<file path="src/verilog/tsc_pkg.sv">
// tsc_pkg: register map, control fields, state codes and timing of the two-wire controller
package tsc_pkg;
  localparam int unsigned ADDR_W = 12;
  // register indices; the byte address is four times the index
  localparam logic [7:0] IDX_CONTROL    = 8'hE9;
  localparam logic [7:0] IDX_OWN_ADDR   = 8'hEA;
  localparam logic [7:0] IDX_DATA       = 8'hEC;
  localparam logic [7:0] IDX_STATE      = 8'hED;
  localparam logic [7:0] IDX_BIT_RATE   = 8'hEE;
  localparam logic [7:0] IDX_IRQ_STATUS = 8'hF8;
  localparam logic [7:0] IDX_IRQ_MASK   = 8'hF9;
  localparam logic [7:0] IDX_IRQ_ENABLE = 8'hFA;
  // twi_control fields
  localparam int unsigned CTL_ENABLE = 6;
  localparam int unsigned CTL_BEGIN  = 5;
  localparam int unsigned CTL_HALT   = 4;
  localparam int unsigned CTL_SI     = 3;
  localparam int unsigned CTL_ACK    = 2;
  localparam int unsigned CTL_INBLK  = 1;
  // interrupt register fields
  localparam int unsigned IRQ_STATE_BIT  = 0;
  localparam int unsigned IRQ_BUSERR_BIT = 1;
  localparam int unsigned IEN_SERIAL_BIT = 0;
  localparam int unsigned IEN_GLOBAL_BIT = 1;
  localparam logic [7:0] RESET_BYTE = 8'h00;
  localparam logic [1:0] RESET_IRQ  = 2'h0;
  // state codes
  localparam logic [7:0] C_BUS_ERROR     = 8'h00;
  localparam logic [7:0] C_START         = 8'h08;
  localparam logic [7:0] C_RSTART        = 8'h10;
  localparam logic [7:0] C_MT_SLA_ACK    = 8'h18;
  localparam logic [7:0] C_MT_SLA_NACK   = 8'h20;
  localparam logic [7:0] C_MT_DATA_ACK   = 8'h28;
  localparam logic [7:0] C_MT_DATA_NACK  = 8'h30;
  localparam logic [7:0] C_ARB_LOST      = 8'h38;
  localparam logic [7:0] C_MR_SLA_ACK    = 8'h40;
  localparam logic [7:0] C_MR_SLA_NACK   = 8'h48;
  localparam logic [7:0] C_MR_DATA_ACK   = 8'h50;
  localparam logic [7:0] C_MR_DATA_NACK  = 8'h58;
  localparam logic [7:0] C_SR_SLA_ACK    = 8'h60;
  localparam logic [7:0] C_SR_GC_ACK     = 8'h70;
  localparam logic [7:0] C_SR_DATA_ACK   = 8'h80;
  localparam logic [7:0] C_SR_DATA_NACK  = 8'h88;
  localparam logic [7:0] C_SR_GCD_ACK    = 8'h90;
  localparam logic [7:0] C_SR_GCD_NACK   = 8'h98;
  localparam logic [7:0] C_SR_STOP       = 8'hA0;
  localparam logic [7:0] C_ST_SLA_ACK    = 8'hA8;
  localparam logic [7:0] C_ST_DATA_ACK   = 8'hB8;
  localparam logic [7:0] C_ST_DATA_NACK  = 8'hC0;
  localparam logic [7:0] C_IDLE          = 8'hF8;
  // bit timing: half scl period = (twi_bit_rate + 1) << HALF_SHIFT cycles
  localparam int unsigned HALF_SHIFT = 2;
  localparam logic [3:0] BITS_ACK  = 4'h8;
  localparam logic [3:0] BITS_DONE = 4'h9;
  localparam logic [1:0] RESP_OKAY   = 2'h0;
  localparam logic [1:0] RESP_SLVERR = 2'h2;
  typedef enum logic [2:0] {
    PH_IDLE, PH_START, PH_XFER, PH_HOLD, PH_STOP
  } tsc_phase_type;
  function automatic logic reg_hit(input logic [ADDR_W-1:0] a,
                                   input logic [7:0] idx);
    reg_hit = (a[ADDR_W-1:2] == {2'h0, idx});
  endfunction
endpackage

</file>
<file path="src/verilog/tsc_top.sv">
// tsc_top: two-wire serial controller with an AXI4-Lite register slave
// Notes on behaviour
// - serial function runs only while bus_unit_enable is set
// - begin_request enters master mode, sends START or repeated START when free
// - halt_request in master mode sends STOP; cleared when STOP is seen
// - halt_request in slave mode returns to not-addressed unless set while the slave holds scl after a byte; no STOP driven
// - each new state code sets the flag; interrupt needs both enables
// - hardware never clears the flag; software clears it to continue
// - acknowledge pulse drives data low when ack_assert is one, else high
// - data_input_block or power-down blocks the data line input
// - slave compares received address with own-address bits 7-1
// - general_call_enable makes the slave answer address 00H
// - state register reads code in upper five bits, low three zero
// - code F8H sets no flag; every other code sets it
// - code valid with the flag, held one cycle after it clears
// - START or STOP inside a byte reports code 00H; not while the acknowledge clock is high
// - data register holds byte to send or last byte received
// - bit-rate register sets master clock rate
`timescale 1ns/1ps
`default_nettype none
module tsc_top import tsc_pkg::*; (
  input  wire logic              clock_i,
  input  wire logic              rstn_i,
  input  wire logic [ADDR_W-1:0] s_axi_awaddr_i,
  input  wire logic              s_axi_awvalid_i,
  output logic                   s_axi_awready_o,
  input  wire logic [31:0]       s_axi_wdata_i,
  input  wire logic [3:0]        s_axi_wstrb_i,
  input  wire logic              s_axi_wvalid_i,
  output logic                   s_axi_wready_o,
  output logic [1:0]             s_axi_bresp_o,
  output logic                   s_axi_bvalid_o,
  input  wire logic              s_axi_bready_i,
  input  wire logic [ADDR_W-1:0] s_axi_araddr_i,
  input  wire logic              s_axi_arvalid_i,
  output logic                   s_axi_arready_o,
  output logic [31:0]            s_axi_rdata_o,
  output logic [1:0]             s_axi_rresp_o,
  output logic                   s_axi_rvalid_o,
  input  wire logic              s_axi_rready_i,
  input  wire logic              scl_i,
  output logic                   scl_o,
  output logic                   scl_oe_o,
  input  wire logic              sda_i,
  output logic                   sda_o,
  output logic                   sda_oe_o,
  input  wire logic              power_down_i,
  output logic                   irq_o
);
  logic          rst_meta, rst_n;
  logic          scl_m, scl_s, scl_d, sda_m, sda_s, sda_d, bus_busy;
  logic          bus_unit_enable, begin_request, halt_request, si;
  logic          ack_assert, data_input_block;
  logic [7:0]    own_addr, data_reg, state_code, bit_rate;
  logic [1:0]    irq_status, irq_mask, irq_en;
  tsc_phase_type phase;
  logic          is_master, listening, addressed, tx, addr_byte, rw;
  logic          gc_hit, got_ack, ev, ev_err;
  logic [7:0]    ev_code, shift;
  logic [3:0]    bit_cnt;
  logic [1:0]    step;
  logic [10:0]   tim;

  // reset release through two flops
  always_ff @(posedge clock_i or negedge rstn_i) begin
    if (!rstn_i) begin
      rst_meta <= 1'b0;
      rst_n    <= 1'b0;
    end else begin
      rst_meta <= 1'b1;
      rst_n    <= rst_meta;
    end
  end

  // open-drain pins only ever pull low
  assign scl_o = 1'b0;
  assign sda_o = 1'b0;

  // blocking is applied after the synchroniser so its first flop stays clean
  wire sda_seen = sda_s | data_input_block | power_down_i;
  always_ff @(posedge clock_i or negedge rst_n) begin
    if (!rst_n) begin
      {scl_m, scl_s, scl_d} <= 3'h7;
      {sda_m, sda_s, sda_d} <= 3'h7;
    end else begin
      {scl_m, scl_s, scl_d} <= {scl_i, scl_m, scl_s};
      {sda_m, sda_s}        <= {sda_i, sda_m};
      sda_d                 <= sda_seen;
    end
  end

  wire scl_rise  = scl_s & ~scl_d;
  wire scl_fall  = ~scl_s & scl_d;
  wire start_det = scl_s & scl_d & sda_d & ~sda_seen;
  wire stop_det  = scl_s & scl_d & ~sda_d & sda_seen;

  always_ff @(posedge clock_i or negedge rst_n) begin
    if (!rst_n) begin
      bus_busy <= 1'b0;
    end else if (start_det) begin
      bus_busy <= 1'b1;
    end else if (stop_det) begin
      bus_busy <= 1'b0;
    end
  end

  // ---------------- register slave ----------------
  wire [7:0] wb = s_axi_wdata_i[7:0];
  wire wr_do = s_axi_awready_o & s_axi_awvalid_i & s_axi_wvalid_i;
  wire wr_go = s_axi_awvalid_i & s_axi_wvalid_i & ~s_axi_awready_o
             & ~s_axi_bvalid_o;
  wire wr_en = wr_do & s_axi_wstrb_i[0];
  wire wr_ctl  = wr_en & reg_hit(s_axi_awaddr_i, IDX_CONTROL);
  wire wr_own  = wr_en & reg_hit(s_axi_awaddr_i, IDX_OWN_ADDR);
  wire wr_dat  = wr_en & reg_hit(s_axi_awaddr_i, IDX_DATA);
  wire wr_rate = wr_en & reg_hit(s_axi_awaddr_i, IDX_BIT_RATE);
  wire wr_ist  = wr_en & reg_hit(s_axi_awaddr_i, IDX_IRQ_STATUS);
  wire wr_imk  = wr_en & reg_hit(s_axi_awaddr_i, IDX_IRQ_MASK);
  wire wr_ien  = wr_en & reg_hit(s_axi_awaddr_i, IDX_IRQ_ENABLE);
  wire wr_map  = reg_hit(s_axi_awaddr_i, IDX_CONTROL)
               | reg_hit(s_axi_awaddr_i, IDX_OWN_ADDR)
               | reg_hit(s_axi_awaddr_i, IDX_DATA)
               | reg_hit(s_axi_awaddr_i, IDX_STATE)
               | reg_hit(s_axi_awaddr_i, IDX_BIT_RATE)
               | reg_hit(s_axi_awaddr_i, IDX_IRQ_STATUS)
               | reg_hit(s_axi_awaddr_i, IDX_IRQ_MASK)
               | reg_hit(s_axi_awaddr_i, IDX_IRQ_ENABLE);

  wire rd_go = s_axi_arvalid_i & ~s_axi_arready_o & ~s_axi_rvalid_o;
  wire rd_do = s_axi_arready_o & s_axi_arvalid_i;
  wire [7:0] ctl_rd = {1'b0, bus_unit_enable, begin_request, halt_request,
                       si, ack_assert, data_input_block, 1'b0};
  wire [7:0] rd_byte =
      reg_hit(s_axi_araddr_i, IDX_CONTROL)    ? ctl_rd :
      reg_hit(s_axi_araddr_i, IDX_OWN_ADDR)   ? own_addr :
      reg_hit(s_axi_araddr_i, IDX_DATA)       ? data_reg :
      reg_hit(s_axi_araddr_i, IDX_STATE)      ? {state_code[7:3], 3'h0} :
      reg_hit(s_axi_araddr_i, IDX_BIT_RATE)   ? bit_rate :
      reg_hit(s_axi_araddr_i, IDX_IRQ_STATUS) ? {6'h00, irq_status} :
      reg_hit(s_axi_araddr_i, IDX_IRQ_MASK)   ? {6'h00, irq_mask} :
      reg_hit(s_axi_araddr_i, IDX_IRQ_ENABLE) ? {6'h00, irq_en} : 8'h00;
  wire rd_map = reg_hit(s_axi_araddr_i, IDX_CONTROL)
              | reg_hit(s_axi_araddr_i, IDX_OWN_ADDR)
              | reg_hit(s_axi_araddr_i, IDX_DATA)
              | reg_hit(s_axi_araddr_i, IDX_STATE)
              | reg_hit(s_axi_araddr_i, IDX_BIT_RATE)
              | reg_hit(s_axi_araddr_i, IDX_IRQ_STATUS)
              | reg_hit(s_axi_araddr_i, IDX_IRQ_MASK)
              | reg_hit(s_axi_araddr_i, IDX_IRQ_ENABLE);

  always_ff @(posedge clock_i or negedge rst_n) begin
    if (!rst_n) begin
      s_axi_awready_o <= 1'b0;
      s_axi_wready_o  <= 1'b0;
      s_axi_bvalid_o  <= 1'b0;
      s_axi_bresp_o   <= RESP_OKAY;
      s_axi_arready_o <= 1'b0;
      s_axi_rvalid_o  <= 1'b0;
      s_axi_rresp_o   <= RESP_OKAY;
      s_axi_rdata_o   <= 32'h00000000;
    end else begin
      s_axi_awready_o <= wr_go;
      s_axi_wready_o  <= wr_go;
      s_axi_arready_o <= rd_go;
      if (wr_do) begin
        s_axi_bvalid_o <= 1'b1;
        s_axi_bresp_o  <= wr_map ? RESP_OKAY : RESP_SLVERR;
      end else if (s_axi_bready_i) begin
        s_axi_bvalid_o <= 1'b0;
      end
      if (rd_do) begin
        s_axi_rvalid_o <= 1'b1;
        s_axi_rresp_o  <= rd_map ? RESP_OKAY : RESP_SLVERR;
        s_axi_rdata_o  <= {24'h000000, rd_byte};
      end else if (s_axi_rready_i) begin
        s_axi_rvalid_o <= 1'b0;
      end
    end
  end

  // ---------------- bus engine helpers ----------------
  wire [10:0] half_len = 11'(({3'h0, bit_rate} + 11'h001) << HALF_SHIFT);
  wire tick      = (tim == 11'h000);
  wire xfer_on   = (phase == PH_XFER) | ((phase == PH_IDLE) & listening);
  wire in_byte   = (bit_cnt != 4'h0) & (bit_cnt != BITS_DONE);
  wire bus_err   = (start_det | stop_det) & xfer_on & in_byte;
  wire byte_done = scl_fall & xfer_on & (bit_cnt == BITS_DONE) & ~bus_err;
  wire data_bit  = data_reg[3'h7 - bit_cnt[2:0]];
  wire addr_match = (shift[7:1] == own_addr[7:1]);
  wire gc_match   = (shift[7:1] == 7'h00) & own_addr[0];
  wire halt_clr  = stop_det | (halt_request & ~is_master);
  wire [7:0] m_code =
      addr_byte ? (rw ? (got_ack ? C_MR_SLA_ACK : C_MR_SLA_NACK)
                      : (got_ack ? C_MT_SLA_ACK : C_MT_SLA_NACK)) :
      tx        ? (got_ack ? C_MT_DATA_ACK : C_MT_DATA_NACK)
                : (got_ack ? C_MR_DATA_ACK : C_MR_DATA_NACK);
  wire [7:0] s_code =
      addr_byte ? (gc_hit ? C_SR_GC_ACK : (rw ? C_ST_SLA_ACK : C_SR_SLA_ACK)) :
      tx        ? (got_ack ? C_ST_DATA_ACK : C_ST_DATA_NACK) :
      gc_hit    ? (got_ack ? C_SR_GCD_ACK : C_SR_GCD_NACK)
                : (got_ack ? C_SR_DATA_ACK : C_SR_DATA_NACK);

  // ---------------- software registers ----------------
  always_ff @(posedge clock_i or negedge rst_n) begin
    if (!rst_n) begin
      bus_unit_enable  <= 1'b0;
      begin_request    <= 1'b0;
      halt_request     <= 1'b0;
      si               <= 1'b0;
      ack_assert       <= 1'b0;
      data_input_block <= 1'b0;
      own_addr         <= RESET_BYTE;
      data_reg         <= RESET_BYTE;
      bit_rate         <= RESET_BYTE;
      state_code       <= C_IDLE;
      irq_status       <= RESET_IRQ;
      irq_mask         <= RESET_IRQ;
      irq_en           <= RESET_IRQ;
      irq_o            <= 1'b0;
    end else begin
      if (wr_ctl) begin
        bus_unit_enable  <= wb[CTL_ENABLE];
        begin_request    <= wb[CTL_BEGIN];
        ack_assert       <= wb[CTL_ACK];
        data_input_block <= wb[CTL_INBLK];
      end
      if (wr_ctl) begin
        halt_request <= wb[CTL_HALT];
      end else if (halt_clr) begin
        halt_request <= 1'b0;
      end
      // a new state beats a same-cycle clear; writing one never sets
      if (ev) begin
        si <= 1'b1;
      end else if (wr_ctl && !wb[CTL_SI]) begin
        si <= 1'b0;
      end
      if (ev) begin
        state_code <= ev_code;
      end else if (!si) begin
        state_code <= C_IDLE;
      end
      if (byte_done) begin
        data_reg <= shift;
      end else if (wr_dat) begin
        data_reg <= wb;
      end
      if (wr_own) begin
        own_addr <= wb;
      end
      if (wr_rate) begin
        bit_rate <= wb;
      end
      if (wr_imk) begin
        irq_mask <= wb[1:0];
      end
      if (wr_ien) begin
        irq_en <= wb[1:0];
      end
      irq_status[IRQ_STATE_BIT] <= ev |
        (irq_status[IRQ_STATE_BIT] & ~(wr_ist & wb[IRQ_STATE_BIT]));
      irq_status[IRQ_BUSERR_BIT] <= ev_err |
        (irq_status[IRQ_BUSERR_BIT] & ~(wr_ist & wb[IRQ_BUSERR_BIT]));
      irq_o <= (|(irq_status & irq_mask)) & irq_en[IEN_GLOBAL_BIT]
             & irq_en[IEN_SERIAL_BIT];
    end
  end

  // ---------------- bus engine ----------------
  always_ff @(posedge clock_i or negedge rst_n) begin
    if (!rst_n) begin
      phase <= PH_IDLE;
      {is_master, listening, addressed, tx, addr_byte} <= 5'h00;
      {rw, gc_hit, got_ack, ev, ev_err} <= 5'h00;
      {scl_oe_o, sda_oe_o} <= 2'h0;
      ev_code <= C_IDLE;
      shift   <= RESET_BYTE;
      bit_cnt <= 4'h0;
      step    <= 2'h0;
      tim     <= 11'h000;
    end else if (!bus_unit_enable) begin
      phase <= PH_IDLE;
      {is_master, listening, addressed, tx, addr_byte} <= 5'h00;
      {ev, ev_err, scl_oe_o, sda_oe_o} <= 4'h0;
      bit_cnt <= 4'h0;
    end else begin
      ev     <= 1'b0;
      ev_err <= 1'b0;
      if (!tick) begin
        tim <= tim - 11'h001;
      end
      if (bus_err) begin
        phase <= PH_IDLE;
        {is_master, listening, addressed, scl_oe_o, sda_oe_o} <= 5'h00;
        {ev, ev_err} <= 2'h3;
        ev_code <= C_BUS_ERROR;
      end else begin
        if (start_det) begin
          bit_cnt   <= 4'h0;
          addr_byte <= 1'b1;
          tx        <= is_master;
        end
        if ((start_det | stop_det) & ~is_master) begin
          listening <= start_det;
          addressed <= 1'b0;
          if (addressed) begin
            ev      <= 1'b1;
            ev_code <= C_SR_STOP;
          end
        end
        if (scl_rise & xfer_on) begin
          if (bit_cnt < BITS_ACK) begin
            shift <= {shift[6:0], sda_seen};
          end else begin
            got_ack <= ~sda_seen;
          end
          bit_cnt <= bit_cnt + 4'h1;
          // released a one but the line reads low: another master won
          if (is_master & tx & (bit_cnt < BITS_ACK) & ~sda_oe_o
              & ~sda_seen) begin
            phase     <= PH_IDLE;
            is_master <= 1'b0;
            scl_oe_o  <= 1'b0;
            ev        <= 1'b1;
            ev_code   <= C_ARB_LOST;
          end
        end
        if (scl_fall & xfer_on) begin
          if (bit_cnt == BITS_DONE) begin
            bit_cnt   <= 4'h0;
            addr_byte <= 1'b0;
            sda_oe_o  <= 1'b0;
            scl_oe_o  <= 1'b1;
            phase     <= PH_HOLD;
            ev        <= 1'b1;
            ev_code   <= is_master ? m_code : s_code;
            if (addr_byte) begin
              tx <= is_master ? ~rw : rw;
            end else if (~is_master & ~got_ack) begin
              {addressed, listening} <= 2'h0;
            end
          end else if (bit_cnt == BITS_ACK) begin
            if (tx) begin
              sda_oe_o <= 1'b0;
              if (addr_byte) begin
                rw <= shift[0];
              end
            end else if (~is_master & addr_byte) begin
              if ((addr_match | gc_match) & ack_assert) begin
                sda_oe_o  <= 1'b1;
                addressed <= 1'b1;
                gc_hit    <= gc_match;
                rw        <= shift[0];
              end else begin
                sda_oe_o  <= 1'b0;
                listening <= 1'b0;
              end
            end else begin
              sda_oe_o <= ack_assert;
            end
          end else begin
            sda_oe_o <= tx & ~data_bit;
          end
        end
        unique case (phase)
          PH_IDLE: begin
            if (halt_request & ~is_master) begin
              {listening, addressed} <= 2'h0;
            end else if (begin_request & ~bus_busy & ~si & ~listening) begin
              is_master <= 1'b1;
              phase     <= PH_START;
              step      <= 2'h1;
              tim       <= half_len;
              ev_code   <= C_START;
            end
          end
          PH_HOLD: begin
            // the pair ev/si covers the cycle before si is seen high
            if (~si & ~ev) begin
              tim <= half_len;
              if (~is_master) begin
                phase    <= PH_IDLE;
                scl_oe_o <= 1'b0;
                sda_oe_o <= listening & tx & ~data_reg[7];
              end else if (halt_request) begin
                phase    <= PH_STOP;
                step     <= 2'h0;
                sda_oe_o <= 1'b1;
              end else if (begin_request) begin
                phase    <= PH_START;
                step     <= 2'h0;
                sda_oe_o <= 1'b0;
                ev_code  <= C_RSTART;
              end else begin
                phase    <= PH_XFER;
                sda_oe_o <= tx & ~data_reg[7];
              end
            end
          end
          PH_XFER: begin
            // a slow slave holding scl low stretches the low phase; the high count starts once scl reads high
            if (scl_oe_o) begin
              if (tick) begin
                scl_oe_o <= 1'b0;
                tim      <= half_len;
              end
            end else if (~scl_s) begin
              tim <= half_len;
            end else if (tick) begin
              scl_oe_o <= 1'b1;
              tim      <= half_len;
            end
          end
          PH_START: begin
            if (tick & ((step != 2'h1) | scl_s)) begin
              tim  <= half_len;
              step <= step + 2'h1;
              if (step == 2'h0) begin
                scl_oe_o <= 1'b0;
              end else if (step == 2'h1) begin
                sda_oe_o <= 1'b1;
              end else begin
                scl_oe_o <= 1'b1;
                phase    <= PH_HOLD;
                // code chosen at launch: our own START already marks the
                // bus busy, so it cannot tell a first from a repeated one
                ev       <= 1'b1;
              end
            end
          end
          PH_STOP: begin
            if (tick & ((step != 2'h1) | scl_s)) begin
              tim  <= half_len;
              step <= step + 2'h1;
              if (step == 2'h0) begin
                scl_oe_o <= 1'b0;
              end else if (step == 2'h1) begin
                sda_oe_o <= 1'b0;
              end else begin
                phase     <= PH_IDLE;
                is_master <= 1'b0;
              end
            end
          end
        endcase
      end
    end
  end
endmodule
`default_nettype wire

</file>
<file path="config.mk">
export PLATFORM = sky130hd
export DESIGN_NAME = tsc_top
export DESIGN_NICKNAME = d
export VERILOG_FILES = /design/src/verilog/tsc_pkg.sv /design/src/verilog/tsc_top.sv
export SDC_FILE = /design/constraint.sdc
export NUM_CORES = 1
export LEC_CHECK = 0
export ABC_CLOCK_PERIOD_IN_PS = 6900
export BUFFER_PORTS_ARGS = -buffer_cell sky130_fd_sc_hd__buf_2
export CORE_UTILIZATION = 61
export CTS_CLUSTER_SIZE = 16
export DETAILED_ROUTE_END_ITERATION = 7
export PLACE_DENSITY = 0.95
export SLEW_MARGIN = 20
export SYNTH_ARGS = -nofsm -noshare
export SYNTH_HDL_FRONTEND = slang
export SYNTH_SLANG_ARGS = --single-unit
</file>
<file path="constraint.sdc">
create_clock -name clock_i -period 6.9 [get_ports clock_i]
set_input_delay 1.38 -clock clock_i [delete_from_list [all_inputs] [get_ports clock_i]]
set_output_delay 1.38 -clock clock_i [all_outputs]
set_load 0.1 [all_outputs]
</file>
==> results.json <==
{
  "ant_nets": 0,
  "critPathKind": "in -> reg",
  "netlist_area_um2": 6660,
  "drc_errors": 0,
  "ir_drop_mv": 0.184,
  "dp_slack_ns": 3.32,
  "synth.distinct_cells": 77,
  "antenna_found_initial": 0,
  "ctsHoldBuffers": 0,
  "outcome": "complete, no violations",
  "layout_setup_ws_ns": 3.78,
  "wl_met3_um": 1540,
  "drtPass1Iterations": 7,
  "tns_ns": 0,
  "holdWs_ns": 0.283,
  "worstPathCellList": "buf_2, o31a_1, or3_4, or2_0, and3_4, or4_1, o2111ai_1",
  "crit_required_ns": 7.19,
  "r2r_setup_slack_ns": 4.20,
  "coreArea_um2": 10500,
  "met1_length_um": 6900,
  "highest_layer": "met4",
  "drv_slew": 0,
  "synth_edf_count": 0,
  "via_per_inst": 6.58,
  "num_io_pins": 116,
  "finalWirelength_um": 17300,
  "grt_pass1_vias": 5750,
  "numCtsBuffers": 9,
  "drv_cap": 0,
  "cp_num_buf_inv": 1,
  "p_per_area_nw_per_um2": 335,
  "final_nets": 844,
  "crit_cells": 7,
  "syn_avg_cell_area_um2": 9.17,
  "critical_path.endpoint": "tim[4]",
  "crit_slowest_cell": "or4_1",
  "critPathLaunch": "power_down_i",
  "critical_path.endpoint_type": "flip-flop",
  "final_hold_viol_count": 0,
  "rsz0062_at_grt": "false",
  "cts.sinks": 110,
  "synthToLayoutAreaGrowth_pct": 6.50,
  "first_iter_violations": 592,
  "drive_gt1_share_pct": 19.3,
  "finalClockSkew_ns": 0.0169,
  "arrival_ns": 3.41,
  "post_cts_buffers": 0,
  "initial_core_util_pct": 63.7,
  "netlist_instances": 727,
  "tightest_slew_ns": 0.904,
  "hold_class": "reg -> async",
  "crit_fanout": 13,
  "hpwl_um": 12700,
  "max_freq_ghz": 0.320,
  "async_flop_share_pct": 100,
  "die_area_um2": 11300,
  "largest_reg_flops": 11,
  "port_buffers": 56,
  "grt_pass1_wl_um": 28300,
  "r2r-start": "tim[0]",
  "clock-root-buffer": "clkbuf_8",
  "die_h_um": 107,
  "num_vias": 5938,
  "period_share_pct": 45.2,
  "min_period_ns": 3.12,
  "critPathMaxStageDelay_ns": 0.49,
  "ys_ff_latch": 110,
  "setup_viol": 0,
  "grt_overflow": 0,
  "worstSetupStartpointType": "input port",
  "clockBufferDepth": 2,
  "cts-htree-levels": 3,
  "num_antenna_cells": 0,
  "rows": 37,
  "ys.flop_type": "dfrtp_1",
  "timing.rr.end": "tim[8]",
  "cts_tree": "built",
  "p_leak_nw": 3.12,
  "wl_met2_um": 8300,
  "die_w_um": 107,
  "path_delay_family": "simple AND/OR/NAND/NOR gates",
  "cts_resized": 0,
  "cts.clk_slew.worst_paths_ns": 0.11,
  "worst_r2r_path_depth": 9,
  "top_register": "tim",
  "ys_seq_area_share_pct": 41.6,
  "place.gp.congestion": 0.970,
  "clock_latency_ns": 0.39,
  "drt-wirelength-per-cell_um": 19.2,
  "gr-usage-all-layers_pct": 32.0,
  "ys_warn_count": 0,
  "max_slew_margin_pct": 39.8,
  "grt_max_degree": 73
}
-- power by group --
group / switching, W / total [W] / leakage, nW / internal (W)
logic: 0.000609 / 0.000970 / 1.67 / 0.000361
registers: 0.000219 / 0.00103 / 1.36 / 0.000808
clock network: 0.000237 / 0.000383 / 0.0905 / 0.000146
-- layer usage --
layer	up-vias	track usage, %
met4	0	15.0
met5	-	0
met1	2856	42.3
li1	2641	-
met3	63	5.03
met2	378	51.8
-- area by class of cell --
cell class / count / area (µm²)
sequential: 110 / 2780
timing repair buffer: 60 / 310
clock buffer: 11 / 141
inverter: 30 / 113
clock inverter: 5 / 42.5
multi-input combinational: 551 / 3540
tap: 136 / 170
fill: 783 / 3370
-- Yosys cell counts, drive strengths merged (12+ instances only) --
cell / instances / share of area [%]
dfstp: 16 / 6.3
nor2: 56 / 3.2
clkbuf: 24 / 1.4
inv: 30 / 1.7
nand3: 17 / 1.3
buf: 39 / 4.0
mux2i: 17 / 2.6
mux2: 35 / 5.9
ha: 12 / 2.3
o21ai: 56 / 4.3
dfrtp: 94 / 35
a21oi: 37 / 2.8
nor3: 30 / 2.4
nand2: 74 / 4.2
-- cell families after synthesis --
logic type      after synthesis  synth area share (%)
simple gates                262                  20.2
compound gates              178                  17.3
flops                       110                  41.6
buf+inv                      93                  7.10
mux                          55                  9.48
xor+xnor                     15                  1.97
fa+ha+maj                    12                  2.25
other cells                   2                 0.113
-- worst min-delay path by stage --
| stage | endpoint | slack [ns] |
|---|---|---|
| floorplan | rst_n | 0.33 |
| global placement | got_ack | 0.29 |
| detailed placement | got_ack | 0.30 |
| CTS | sda_oe_o | 0.31 |
| global route | sda_oe_o | 0.34 |
| finish | sda_oe_o | 0.28 |
-- metrics by stage --
step / power (W) / utilization [%] / cell area, µm² / std cells
finish: 0.00238 / 67.8 / 7100 / 903
global route: 0.00251 / 67.8 / 7100 / 903
CTS: 0.00235 / 67.7 / 7090 / 903
detailed placement: 0.00198 / 66.0 / 6900 / 887
global placement: 0.00191 / 66.0 / 6900 / 887
floorplan: 0.00177 / - / 6770 / 754
-- placed cells by master, fill, tap and decap left out, drive strengths merged, types with 8 or more instances in the layout --
cell / instances
conb: 29
dfstp: 16
mux2i: 17
nor2: 56
nand2b: 11
inv: 32
ha: 12
o21ai: 56
nor2b: 8
a31oi: 10
a211oi: 10
a21oi: 37
nand4: 10
xor2: 10
nand3: 17
nand2: 74
nor3: 30
clkbuf: 11
dfrtp: 94
buf: 60
mux2: 35
(Power assumes the default switching activity.)
